$ cat src/verilog/pin_irq_pkg.sv
// constants and types of the pin change interrupt unit
// Operation
// - two-bit source port select picks port 0, 1, 2 or 3
// - one type bit serves channels 6 and 7, another 4 and 5
// - channels 0 to 3 each have their own type bit, 1 means edge
// - negative enable arms low level or falling edge per channel
// - positive enable arms high level or rising edge per channel
// - in edge mode hardware sets the flag on an enabled edge
// - edge flag stays set until software clears it
// - in level mode the flag shows the inverted pin level
// - level mode flag ignores writes, edge mode flag is writable
// - control register resets to zero: port 0, all level mode
// - both polarity enable registers reset to zero
package pin_irq_pkg;

  localparam int ADDR_W = 10;
  localparam int DATA_W = 32;
  localparam int CH_N   = 8;

  // register indexes, byte address is four times the index
  localparam logic [7:0] IDX_CTRL      = 8'he9;
  localparam logic [7:0] IDX_NEG_EN    = 8'hea;
  localparam logic [7:0] IDX_POS_EN    = 8'heb;
  localparam logic [7:0] IDX_FLAGS     = 8'hec;
  localparam logic [7:0] IDX_IRQ_STAT  = 8'hf8;
  localparam logic [7:0] IDX_IRQ_MASK  = 8'hf9;

  // field positions in the control register
  localparam int POS_TYPE_CH6_CH7 = 7;
  localparam int POS_TYPE_CH4_CH5 = 6;
  localparam int POS_TYPE_CH3     = 5;
  localparam int POS_TYPE_CH0     = 2;
  localparam int POS_PORT_SEL     = 0;

  localparam logic [7:0] RST_BYTE = 8'h00;

  typedef struct packed {
    logic       type_sel_ch6_ch7;
    logic       type_sel_ch4_ch5;
    logic [3:0] type_sel_ch3_ch0;
    logic [1:0] source_port_select;
  } pin_irq_type_port_ctrl_s;

  typedef struct packed {
    logic              psel;
    logic              penable;
    logic              pwrite;
    logic [ADDR_W-1:0] paddr;
    logic [DATA_W-1:0] pwdata;
  } apb_req_s;

endpackage
$ cat src/verilog/pin_change_interrupt_unit.sv
// pin change interrupt unit with apb register slave
//
// Added by the designer: the APB slave port.
`timescale 1ns/1ps
module pin_change_interrupt_unit
  import pin_irq_pkg::*;
(
  input  wire logic              pclk,
  input  wire logic              presetn,
  input  wire apb_req_s          apb_req,
  output logic      [DATA_W-1:0] prdata,
  output logic                   pready,
  output logic                   pslverr,
  input  wire logic [7:0]        port0_pins,
  input  wire logic [7:0]        port1_pins,
  input  wire logic [7:0]        port2_pins,
  input  wire logic [7:0]        port3_pins,
  output logic                   pin_irq,
  output logic                   irq
);

  pin_irq_type_port_ctrl_s ctrl_q;
  logic [7:0]              neg_en_q;
  logic [7:0]              pos_en_q;
  logic [7:0]              flag_q;
  logic [7:0]              flag_d;
  logic [7:0]              pin_q;
  logic [7:0]              pin_prev_q;
  logic                    pin_valid_q;
  logic [7:0]              irq_stat_q;
  logic [7:0]              irq_mask_q;
  logic [DATA_W-1:0]       prdata_q;
  logic                    pready_q;
  logic                    pslverr_q;
  logic                    pin_irq_q;
  logic                    irq_q;
  logic                    pin_seen_q;
  logic [7:0]              irq_stat_d;
  logic [7:0]              irq_mask_d;

  logic [7:0]              edge_mode;
  logic [7:0]              fall_hit;
  logic [7:0]              rise_hit;
  logic [7:0]              edge_hit;
  logic [7:0]              level_hit;
  logic                    access;
  logic                    done;
  logic                    wr_done;
  logic                    rd_done;
  logic [7:0]              idx;
  logic                    aligned;
  logic                    mapped;
  logic [7:0]              rd_byte;
  logic [7:0]              stat_hit;

  // picks the port that feeds the channels
  function automatic logic [7:0] port_mux(
    input logic [1:0] sel,
    input logic [7:0] p0,
    input logic [7:0] p1,
    input logic [7:0] p2,
    input logic [7:0] p3
  );
    logic [7:0] r;
    r = p0;
    unique case (sel)
      2'h0: r = p0;
      2'h1: r = p1;
      2'h2: r = p2;
      2'h3: r = p3;
    endcase
    return r;
  endfunction

  // per channel detection type, 1 means edge
  function automatic logic [7:0] type_vec(
    input pin_irq_type_port_ctrl_s c
  );
    logic [7:0] t;
    t = {c.type_sel_ch6_ch7, c.type_sel_ch6_ch7,
         c.type_sel_ch4_ch5, c.type_sel_ch4_ch5,
         c.type_sel_ch3_ch0};
    return t;
  endfunction

  function automatic logic is_reg(
    input logic [7:0] i
  );
    logic r;
    r = (i == IDX_CTRL) || (i == IDX_NEG_EN) || (i == IDX_POS_EN) ||
        (i == IDX_FLAGS) || (i == IDX_IRQ_STAT) || (i == IDX_IRQ_MASK);
    return r;
  endfunction

  // bus decode
  assign access  = apb_req.psel && apb_req.penable;
  assign done    = access && pready_q;
  assign wr_done = done && apb_req.pwrite && mapped;
  assign rd_done = done && !apb_req.pwrite && mapped;
  assign idx     = apb_req.paddr[ADDR_W-1:2];
  assign aligned = (apb_req.paddr[1:0] == 2'h0);
  assign mapped  = aligned && is_reg(idx);

  // detection terms
  assign edge_mode = type_vec(ctrl_q);
  assign fall_hit  = pin_prev_q & ~pin_q & neg_en_q;
  assign rise_hit  = ~pin_prev_q & pin_q & pos_en_q;
  assign edge_hit  = (fall_hit | rise_hit) & edge_mode &
                     {8{pin_valid_q}};
  assign level_hit = ((~pin_q & neg_en_q) | (pin_q & pos_en_q)) &
                     ~edge_mode;

  // channel flags
  always_comb begin
    for (int n = 0; n < CH_N; n++) begin
      if (edge_mode[n]) begin
        flag_d[n] = flag_q[n];
        if (wr_done && idx == IDX_FLAGS) begin
          flag_d[n] = apb_req.pwdata[n];
        end
        if (edge_hit[n]) begin
          flag_d[n] = 1'b1;
        end
      end else begin
        flag_d[n] = ~pin_q[n];
      end
    end
  end

  // read mux
  always_comb begin
    rd_byte = RST_BYTE;
    unique case (idx)
      IDX_CTRL:     rd_byte = ctrl_q;
      IDX_NEG_EN:   rd_byte = neg_en_q;
      IDX_POS_EN:   rd_byte = pos_en_q;
      IDX_FLAGS:    rd_byte = flag_q;
      IDX_IRQ_STAT: rd_byte = irq_stat_q;
      IDX_IRQ_MASK: rd_byte = irq_mask_q;
      default:      rd_byte = RST_BYTE;
    endcase
  end

  // pin sampling
  always_ff @(posedge pclk or negedge presetn) begin
    if (!presetn) begin
      pin_q       <= RST_BYTE;
      pin_prev_q  <= RST_BYTE;
      pin_seen_q  <= 1'b0;
      pin_valid_q <= 1'b0;
    end else begin
      pin_q       <= port_mux(ctrl_q.source_port_select, port0_pins,
                              port1_pins, port2_pins, port3_pins);
      pin_prev_q  <= pin_q;
      // edges only once both samples are real
      pin_seen_q  <= 1'b1;
      pin_valid_q <= pin_seen_q;
    end
  end

  // configuration registers
  always_ff @(posedge pclk or negedge presetn) begin
    if (!presetn) begin
      ctrl_q   <= RST_BYTE;
      neg_en_q <= RST_BYTE;
      pos_en_q <= RST_BYTE;
    end else if (wr_done) begin
      if (idx == IDX_CTRL) begin
        ctrl_q <= apb_req.pwdata[7:0];
      end
      if (idx == IDX_NEG_EN) begin
        neg_en_q <= apb_req.pwdata[7:0];
      end
      if (idx == IDX_POS_EN) begin
        pos_en_q <= apb_req.pwdata[7:0];
      end
    end
  end

  always_ff @(posedge pclk or negedge presetn) begin
    if (!presetn) begin
      flag_q    <= RST_BYTE;
      pin_irq_q <= 1'b0;
    end else begin
      flag_q    <= flag_d;
      pin_irq_q <= |flag_d;
    end
  end

  // sticky status, cleared by read, new event wins
  // only bits the read returned are cleared, so no event is lost
  assign stat_hit = edge_hit | level_hit;

  always_comb begin
    irq_stat_d = irq_stat_q | stat_hit;
    irq_mask_d = irq_mask_q;
    if (rd_done && idx == IDX_IRQ_STAT) begin
      irq_stat_d = (irq_stat_q & ~prdata_q[7:0]) | stat_hit;
    end
    if (wr_done && idx == IDX_IRQ_MASK) begin
      irq_mask_d = apb_req.pwdata[7:0];
    end
  end

  // irq tracks status and mask in the same cycle
  always_ff @(posedge pclk or negedge presetn) begin
    if (!presetn) begin
      irq_stat_q <= RST_BYTE;
      irq_mask_q <= RST_BYTE;
      irq_q      <= 1'b0;
    end else begin
      irq_stat_q <= irq_stat_d;
      irq_mask_q <= irq_mask_d;
      irq_q      <= |(irq_stat_d & irq_mask_d);
    end
  end

  // apb answer, one wait state
  always_ff @(posedge pclk or negedge presetn) begin
    if (!presetn) begin
      pready_q  <= 1'b0;
      pslverr_q <= 1'b0;
      prdata_q  <= '0;
    end else begin
      pready_q  <= access && !pready_q;
      pslverr_q <= access && !pready_q && !mapped;
      if (access && !pready_q && !apb_req.pwrite && mapped) begin
        prdata_q <= {{(DATA_W-8){1'b0}}, rd_byte};
      end else begin
        prdata_q <= '0;
      end
    end
  end

  assign prdata  = prdata_q;
  assign pready  = pready_q;
  assign pslverr = pslverr_q;
  assign pin_irq = pin_irq_q;
  assign irq     = irq_q;

  // checks
  chk_port_sample: assert property (
    @(posedge pclk) disable iff (!presetn)
    1'b1 |=> pin_q == port_mux($past(ctrl_q.source_port_select),
      $past(port0_pins), $past(port1_pins), $past(port2_pins),
      $past(port3_pins)))
    else $error("pin sample not from selected port");

  chk_level_flag: assert property (
    @(posedge pclk) disable iff (!presetn)
    1'b1 |=> ((flag_q ^ ~$past(pin_q)) & ~$past(edge_mode)) == 8'h00)
    else $error("level flag not inverse of pin");

  chk_fall_set: assert property (
    @(posedge pclk) disable iff (!presetn)
    (fall_hit & edge_mode) != 8'h00 && pin_valid_q |=>
      ($past(fall_hit & edge_mode) & ~flag_q) == 8'h00)
    else $error("falling edge did not set flag");

  chk_rise_set: assert property (
    @(posedge pclk) disable iff (!presetn)
    (rise_hit & edge_mode) != 8'h00 && pin_valid_q |=>
      ($past(rise_hit & edge_mode) & ~flag_q) == 8'h00)
    else $error("rising edge did not set flag");

  chk_edge_hold: assert property (
    @(posedge pclk) disable iff (!presetn)
    !(wr_done && idx == IDX_FLAGS) |=>
      ($past(flag_q & edge_mode) & edge_mode & ~flag_q) == 8'h00)
    else $error("edge flag dropped without write");

  chk_edge_cause: assert property (
    @(posedge pclk) disable iff (!presetn)
    !(wr_done && idx == IDX_FLAGS) |=>
      (flag_q & ~$past(flag_q) & $past(edge_mode) &
       ~$past(edge_hit)) == 8'h00)
    else $error("edge flag set without enabled edge");

  chk_pin_irq: assert property (
    @(posedge pclk) disable iff (!presetn)
    pin_irq_q == (flag_q != 8'h00))
    else $error("pin interrupt disagrees with flags");

  chk_cfg_write: assert property (
    @(posedge pclk) disable iff (!presetn)
    ctrl_q != $past(ctrl_q) |-> $past(wr_done && idx == IDX_CTRL))
    else $error("control changed without write");

  chk_apb_ready: assert property (
    @(posedge pclk) disable iff (!presetn)
    access && !pready_q |=> pready_q ##1 !pready_q)
    else $error("apb answer timing wrong");

  chk_irq_out: assert property (
    @(posedge pclk) disable iff (!presetn)
    irq_q == ((irq_stat_q & irq_mask_q) != 8'h00))
    else $error("irq disagrees with unmasked status");

  chk_pin_history: assert property (
    @(posedge pclk) disable iff (!presetn)
    1'b1 |=> pin_prev_q == $past(pin_q))
    else $error("previous pin sample not kept");

  chk_flag_write: assert property (
    @(posedge pclk) disable iff (!presetn)
    wr_done && idx == IDX_FLAGS |=>
      ((flag_q ^ $past(apb_req.pwdata[7:0])) & $past(edge_mode) &
       ~$past(edge_hit)) == 8'h00)
    else $error("edge flag did not take written value");

  chk_neg_write: assert property (
    @(posedge pclk) disable iff (!presetn)
    neg_en_q != $past(neg_en_q) |-> $past(wr_done && idx == IDX_NEG_EN))
    else $error("negative enable changed without write");

  chk_pos_write: assert property (
    @(posedge pclk) disable iff (!presetn)
    pos_en_q != $past(pos_en_q) |-> $past(wr_done && idx == IDX_POS_EN))
    else $error("positive enable changed without write");

  chk_stat_sticky: assert property (
    @(posedge pclk) disable iff (!presetn)
    !(rd_done && idx == IDX_IRQ_STAT) |=>
      ($past(irq_stat_q) & ~irq_stat_q) == 8'h00)
    else $error("status bit dropped without read");

  chk_stat_clear: assert property (
    @(posedge pclk) disable iff (!presetn)
    rd_done && idx == IDX_IRQ_STAT |=>
      (irq_stat_q & $past(prdata_q[7:0] & ~stat_hit)) == 8'h00)
    else $error("status read did not clear bits");

  chk_mask_write: assert property (
    @(posedge pclk) disable iff (!presetn)
    irq_mask_q != $past(irq_mask_q) |-> $past(wr_done && idx == IDX_IRQ_MASK))
    else $error("mask changed without write");

  chk_slverr_ready: assert property (
    @(posedge pclk) disable iff (!presetn)
    pslverr_q |-> pready_q)
    else $error("error response without ready");

  chk_rdata_idle: assert property (
    @(posedge pclk) disable iff (!presetn)
    !pready_q |-> prdata_q == '0)
    else $error("read data not zero outside answer");

endmodule

$ cat config.mk
export PLATFORM = sky130hd
export DESIGN_NAME = pin_change_interrupt_unit
export DESIGN_NICKNAME = d
export VERILOG_FILES = /design/src/verilog/pin_irq_pkg.sv /design/src/verilog/pin_change_interrupt_unit.sv
export SDC_FILE = /design/constraint.sdc
export NUM_CORES = 1
export LEC_CHECK = 0
export ABC_AREA = 1
export BUFFER_PORTS_ARGS = -buffer_cell sky130_fd_sc_hd__clkbuf_2
export CORE_ASPECT_RATIO = 1.1
export CORE_MARGIN = 2
export CORE_UTILIZATION = 25
export CTS_BUF_LIST = sky130_fd_sc_hd__clkbuf_16
export DETAILED_ROUTE_END_ITERATION = 10
export PLACE_DENSITY = 0.55
export SLEW_MARGIN = 20
export SYNTH_ARGS = -nofsm -noshare
export SYNTH_HDL_FRONTEND = slang
export SYNTH_SLANG_ARGS = --single-unit
$ cat constraint.sdc
create_clock -name pclk -period 1.75 [get_ports pclk]
set_input_delay 0.175 -clock pclk [delete_from_list [all_inputs] [get_ports pclk]]
set_output_delay 0.175 -clock pclk [all_outputs]
set_load 0.01 [all_outputs]
# Word-level counts from Yosys, hierarchy flattened

Cells that the tools add are included.
W data, S select, Z words.

Bitwise gates (word level): 28
Multiplexer cells: 29
Reductions and logical operators: 29
Equal/unequal tests: 9

Operators by type and width:

| kind                 | number |
|---|---|
| $and A8 B8 Y8        | 11 |
| $eq A8 B8 Y1 const B | 6 |
| $pmux W8 S6          | 1 |
| $or A8 B8 Y8         | 5 |
| $not A8 Y8           | 4 |
| $pmux W8 S4          | 1 |
| $mux W1              | 24 |
| $mux W8              | 3 |
| $reduce_or A8 Y1     | 2 |
| $logic_and A1 B1 Y1  | 14 |
| $not A1 Y1           | 8 |
| $reduce_and A2 Y1    | 3 |
| $logic_or A1 B1 Y1   | 5 |
| $eq A2 B2 Y1 const B | 2 |
| $logic_not A2 Y1     | 2 |
| $logic_not A1 Y1     | 3 |
| $eq A2 B1 Y1 const B | 1 |

Input bits: 79
Word-level logic and storage cells: 113
Register bits after elaboration: 78
Output and inout port bits: 36

# Logic depth before layout (Yosys ltp)

Depth after elaboration: 13
Depth in mapped cells: 15
Depth with buffers taken out: 14

# Least setup slack after synthesis

No wires, ideal clock.

Path type: flip-flop to flip-flop
From: register pready_q (netlist: pready)
To: register pos_en_q[6]
Path slack: 0.157 ns
Period minus slack after synthesis: 1.593 ns
Required time: 1.625 ns
Arrival: 1.469 ns
Stages on the path, launching flop included: 6
Cells stage by stage: dfrtp_1 nand3_1 nor2_1 nand2_2 nor2_4 mux2_2

Cells in the longest elaborated chain, start to end: 4

RTL lines:

| item                              | line                             | RTL |
|---|---|---|
| start: declaration                | pin_change_interrupt_unit.sv:33  | `logic pready_q;` |
| start signal: assignment          | pin_change_interrupt_unit.sv:225 | `pready_q <= access && !pready_q;` |
| $logic_and A1 B1 Y1               | pin_change_interrupt_unit.sv:97  | `assign done = access && pready_q;` |
| $logic_and A1 B1 Y1 (2 in series) | pin_change_interrupt_unit.sv:98  | `assign wr_done = done && apb_req.pwrite && mapped;` |
| $reduce_and A2 Y1 (no line)       | --                               |  |
| end signal: assignment            | pin_change_interrupt_unit.sv:175 | `pos_en_q <= apb_req.pwdata[7:0];` |
| end: declaration                  | pin_change_interrupt_unit.sv:24  | `logic [7:0] pos_en_q;` |

No other way between the ends.
A chain may end at the register's enable or synchronous reset.

# Final worst setup path

From: register pin_q[6]
To: register irq_q (netlist: irq)

Cells in the longest elaborated chain, start to end: 11

RTL lines:

| item                                   | line                                                               | RTL |
|---|---|---|
| start: declaration                     | pin_change_interrupt_unit.sv:27                                    | `logic [7:0] pin_q;` |
| start signal: assignment               | pin_change_interrupt_unit.sv:152                                   | `pin_q <= port_mux(ctrl_q.source_port_select, port0_pins,` |
| $not A8 Y8                             | pin_change_interrupt_unit.sv:106, pin_change_interrupt_unit.sv:110 |  |
| $and A8 B8 Y8 (2 in series)            | pin_change_interrupt_unit.sv:106                                   | `assign fall_hit = pin_prev_q & ~pin_q & neg_en_q;` |
| $or A8 B8 Y8                           | pin_change_interrupt_unit.sv:108                                   | `assign edge_hit = (fall_hit \| rise_hit) & edge_mode &` |
| $and A8 B8 Y8 (2 in series)            | pin_change_interrupt_unit.sv:108                                   |  |
| $or A8 B8 Y8 (*)                       | pin_change_interrupt_unit.sv:192                                   | `assign stat_hit = edge_hit \| level_hit;` |
| $or A8 B8 Y8, on equally long branches | pin_change_interrupt_unit.sv:195, pin_change_interrupt_unit.sv:198 |  |
| $mux W8 (*)                            | pin_change_interrupt_unit.sv:197                                   | `if (rd_done && idx == IDX_IRQ_STAT) begin` |
| via irq_stat_d[6]                      | pin_change_interrupt_unit.sv:38                                    | `logic [7:0] irq_stat_d;` |
| $and A8 B8 Y8 (*)                      | pin_change_interrupt_unit.sv:214                                   | `irq_q <= \|(irq_stat_d & irq_mask_d);` |
| $reduce_or A8 Y1 (*)                   | pin_change_interrupt_unit.sv:214                                   |  |
| end signal: assignment                 | pin_change_interrupt_unit.sv:214                                   |  |
| end: declaration                       | pin_change_interrupt_unit.sv:36                                    | `logic irq_q;` |

Mark *: on every way through the listed nets, which the timed path passes. The rest lies on a longest branch.

==> flow_summary_export.csv <==
group,metric,value,unit
timing,layout_min_cycle_time,1.58,ns
route,dr.pass1.iters,5,
final_layout,layout.cells.most_common_list,"nand2_1, dfrtp_1, clkbuf_2",
route,wirelength,11000,µm
placed_design,dp_hpwl,8760,µm
floorplan,core,15900,µm²
power,netSwitchingFraction,21.9,%
worst_setup_path,start_kind,"flop",
route,drcViolationCount,0,
global_route,grt_max_degree,37,
power,leakage,2.61,nW
worst_setup_path,critPathRequiredTime,2.02,ns
placed_design,io_buffer_count,66,
floorplan,die_area,17400,µm²
floorplan,initial_utilization,25.7,%
global_route,antenna_found_initial,0,
cts,cts_root_buf,"clkbuf_16",
final_layout,areaGrowthSynthToFinish,25.9,%
cts,clk_path_buf_depth,2,
worst_setup_path,critPathArrivalTime,1.85,ns
power,power.internal,3.15,mW
power,total_power,4.03,mW
final_layout,drive_gt1_share,22.1,%
global_route,grtUsageTotal,13.5,%
logic_synthesis,synthCells,515,
route,viasPerCell,4.37,
hold_path,hp-class,"in -> reg",
cts,cts_made_buffers,9,
timing,hold_viol,0,
global_route,grt_first_pass_wirelength,18300,µm
cts,cts.sinks,78,
global_route,grt_pass1_vias,3383,
power,vdd_drop_max,0.000435,V
logic_synthesis,syn_area,4080,µm²
timing,relSlewSlack,62.9,%
timing,rsz0062_at_grt,"no",
logic_synthesis,syn_area_per_cell,7.92,µm²
worst_setup_path,r2r_cells,10,
timing,finalCritPeriodShare,90.1,%
cts,cts_tree,"done",
power,p_sw,0.884,mW
timing,fin_skew,0.00563,ns
timing,fmaxAchievable,634,MHz
logic_synthesis,synth_seq_area_share,47.8,%
floorplan,fp.dieH,138,µm
cts,htreeDepth,3,
power,power_frac_seq,45.8,%
power,clock_power_share,48.0,%
route,vias,3589,
timing,setup_viol,0,
logic_synthesis,synth.distinct_cells,35,
floorplan,die_width,126,µm
logic_synthesis,ys_ff_latch,78,
final_layout,num_antenna_cells,0,
global_route,grt_overflow,0,
worst_setup_path,timing_worst_setup_path_type,"reg -> reg",
final_layout,fillers,1729,
route,drtAntennaViolNets,0,
final_layout,final_cells,821,
cts,clkTransAtPathRegs,0.06,ns
final_layout,layout_commonest_cell,"nand2_1",
placed_design,placedCellCount,804,
final_layout,regArea,1950,µm²
floorplan,ios,115,
final_layout,multi_input_area,1770,µm²
route,drt_iter0_drc,256,
hold_path,min_path_cells,3,
outcome,outcome,"complete, no violations",
cts,clk_latency,0.33,ns
placed_design,dp_worst_setup_slack,-0.0784,ns
placed_design,gp_congestion,0.787,
timing,holdWs,0.0532,ns
power,p_per_area,785,nW/µm²
route,routedWlPerCell,13.4,µm
power,pwr-share-comb,6.2,%
worst_setup_path,cp-end-kind,"flop",
timing,maxSlewViolCount,0,
timing,worst_slew_pin_slew,0.554,ns
floorplan,rows,48,
flow_run,max_cap_viol_count,0,
logic_synthesis,yosys_warnings,0,
worst_setup_path,critPathMaxFanout,5,
final_layout,fin_nets,695,
timing,layout_setup_ws,0.174,ns
## layout make-up
type,count,share of cell area [%]
sequential,78,38.0
multi-input combinational,370,34.5
timing repair buffer,100,12.5
tap,200,4.87
clock buffer,9,4.38
inverter,57,4.16
clock inverter,7,1.58
## logic make-up after synthesis
group                  Yosys count  synth area share [%]
buffers and inverters           90                  10.9
AOI/OAI and AO/OA               69                  10.6
and+or+nand+nor                273                  29.6
muxes                            3                 0.828
other                            2                 0.184
DFF                             78                  47.8
## worst paths after layout
path / start / endpoint / slack [ns]
setup / recovery: pin_q[6]$_DFF_PN0_ / irq$_DFF_PN0_ / 0.17
hold / removal: port2_pins[4] / pin_q[4]$_DFF_PN0_ / 0.05
setup reg to reg: pin_q[6]$_DFF_PN0_ / irq$_DFF_PN0_ / 0.17
hold reg to reg: pin_seen_q$_DFF_PN0_ / pin_valid_q$_DFF_PN0_ / 0.35
max in group asynchronous: presetn / irq_mask_q[4]$_DFF_PN0_ / 0.88
min in group asynchronous: presetn / pin_prev_q[3]$_DFF_PN0_ / 0.30
## critical path: stages (launching register included)
cell and delay (ns):
dfrtp_1 0.43, nor2_1 0.16, o21ai_0 0.09, o21ai_0 0.14, inv_1 0.07, or2_2 0.29, nand2_1 0.09, nand2_1 0.05
nand2_1 0.08, nor2_1 0.06, nand2_1 0.06
## timing repair
item,in CTS,in global routing
buffers inserted,0,0
hold buffers,1,0
setup endpoints to repair,0,2
hold endpoints to repair,24,0
resized for setup,0,2
## per-stage QoR
step           cell area (µm²)  TNS [ns]  util (%)
3_5_place_dp              4820    -0.154      30.4
5_1_grt                   5140         0      32.4
4_1_cts                   5130         0      32.4
6_report                  5140         0      32.4
2_1_floorplan             4170         0         -
3_3_place_gp              4820    -0.166      30.4
## sequential cells by signal (all words and copies together), names as in the netlist
name         flops
neg_en_q         8
pin_seen_q       1
pslverr          1
prdata           8
ctrl_q           8
irq_stat_q       8
pin_valid_q      1
irq              1
pready           1
pin_prev_q       8
flag_q           8
irq_mask_q       8
pin_q            8
pos_en_q         8
pin_irq          1
## power by group through the flow
stage	registers [mW]	clock network [mW]	logic [mW]
2_1_floorplan	1.88	0	0.134
3_3_place_gp	1.88	0	0.250
3_5_place_dp	1.88	0	0.251
4_1_cts	1.85	1.98	0.253
5_1_grt	1.85	2.05	0.287
6_report	1.85	1.93	0.249
## Yosys cell counts, drive strengths merged
| cell type | number | area [µm²] |
|---|---|---|
| o21ai | 29 | 153 |
| inv | 56 | 210 |
| buf | 31 | 223 |
| nor4 | 1 | 6.26 |
| mux2 | 3 | 33.8 |
| a2111oi | 3 | 26.3 |
| o211ai | 1 | 7.51 |
| nor2 | 41 | 208 |
| dfrtp | 78 | 1950 |
| a221oi | 8 | 70.1 |
| a31oi | 3 | 18.8 |
| nand2 | 182 | 696 |
| conb | 2 | 7.51 |
| clkbuf | 2 | 7.51 |
| clkinv | 1 | 3.75 |
| nor3 | 2 | 15.0 |
| a211oi | 1 | 7.51 |
| a21oi | 14 | 70.1 |
| a41oi | 5 | 43.8 |
| nand3 | 25 | 140 |
| o21a | 5 | 37.5 |
| nand4 | 20 | 131 |
| or2 | 2 | 12.5 |
## layer usage
layer	wire (µm)	vias to the layer above	track usage [%]
met2	4880	128	21.0
met1	5390	1624	19.2
li1	-	1828	-
met3	600	9	1.85
met5	0	-	0
met4	156	0	4.95
Note: power is estimated with default switching activity, not from simulation.
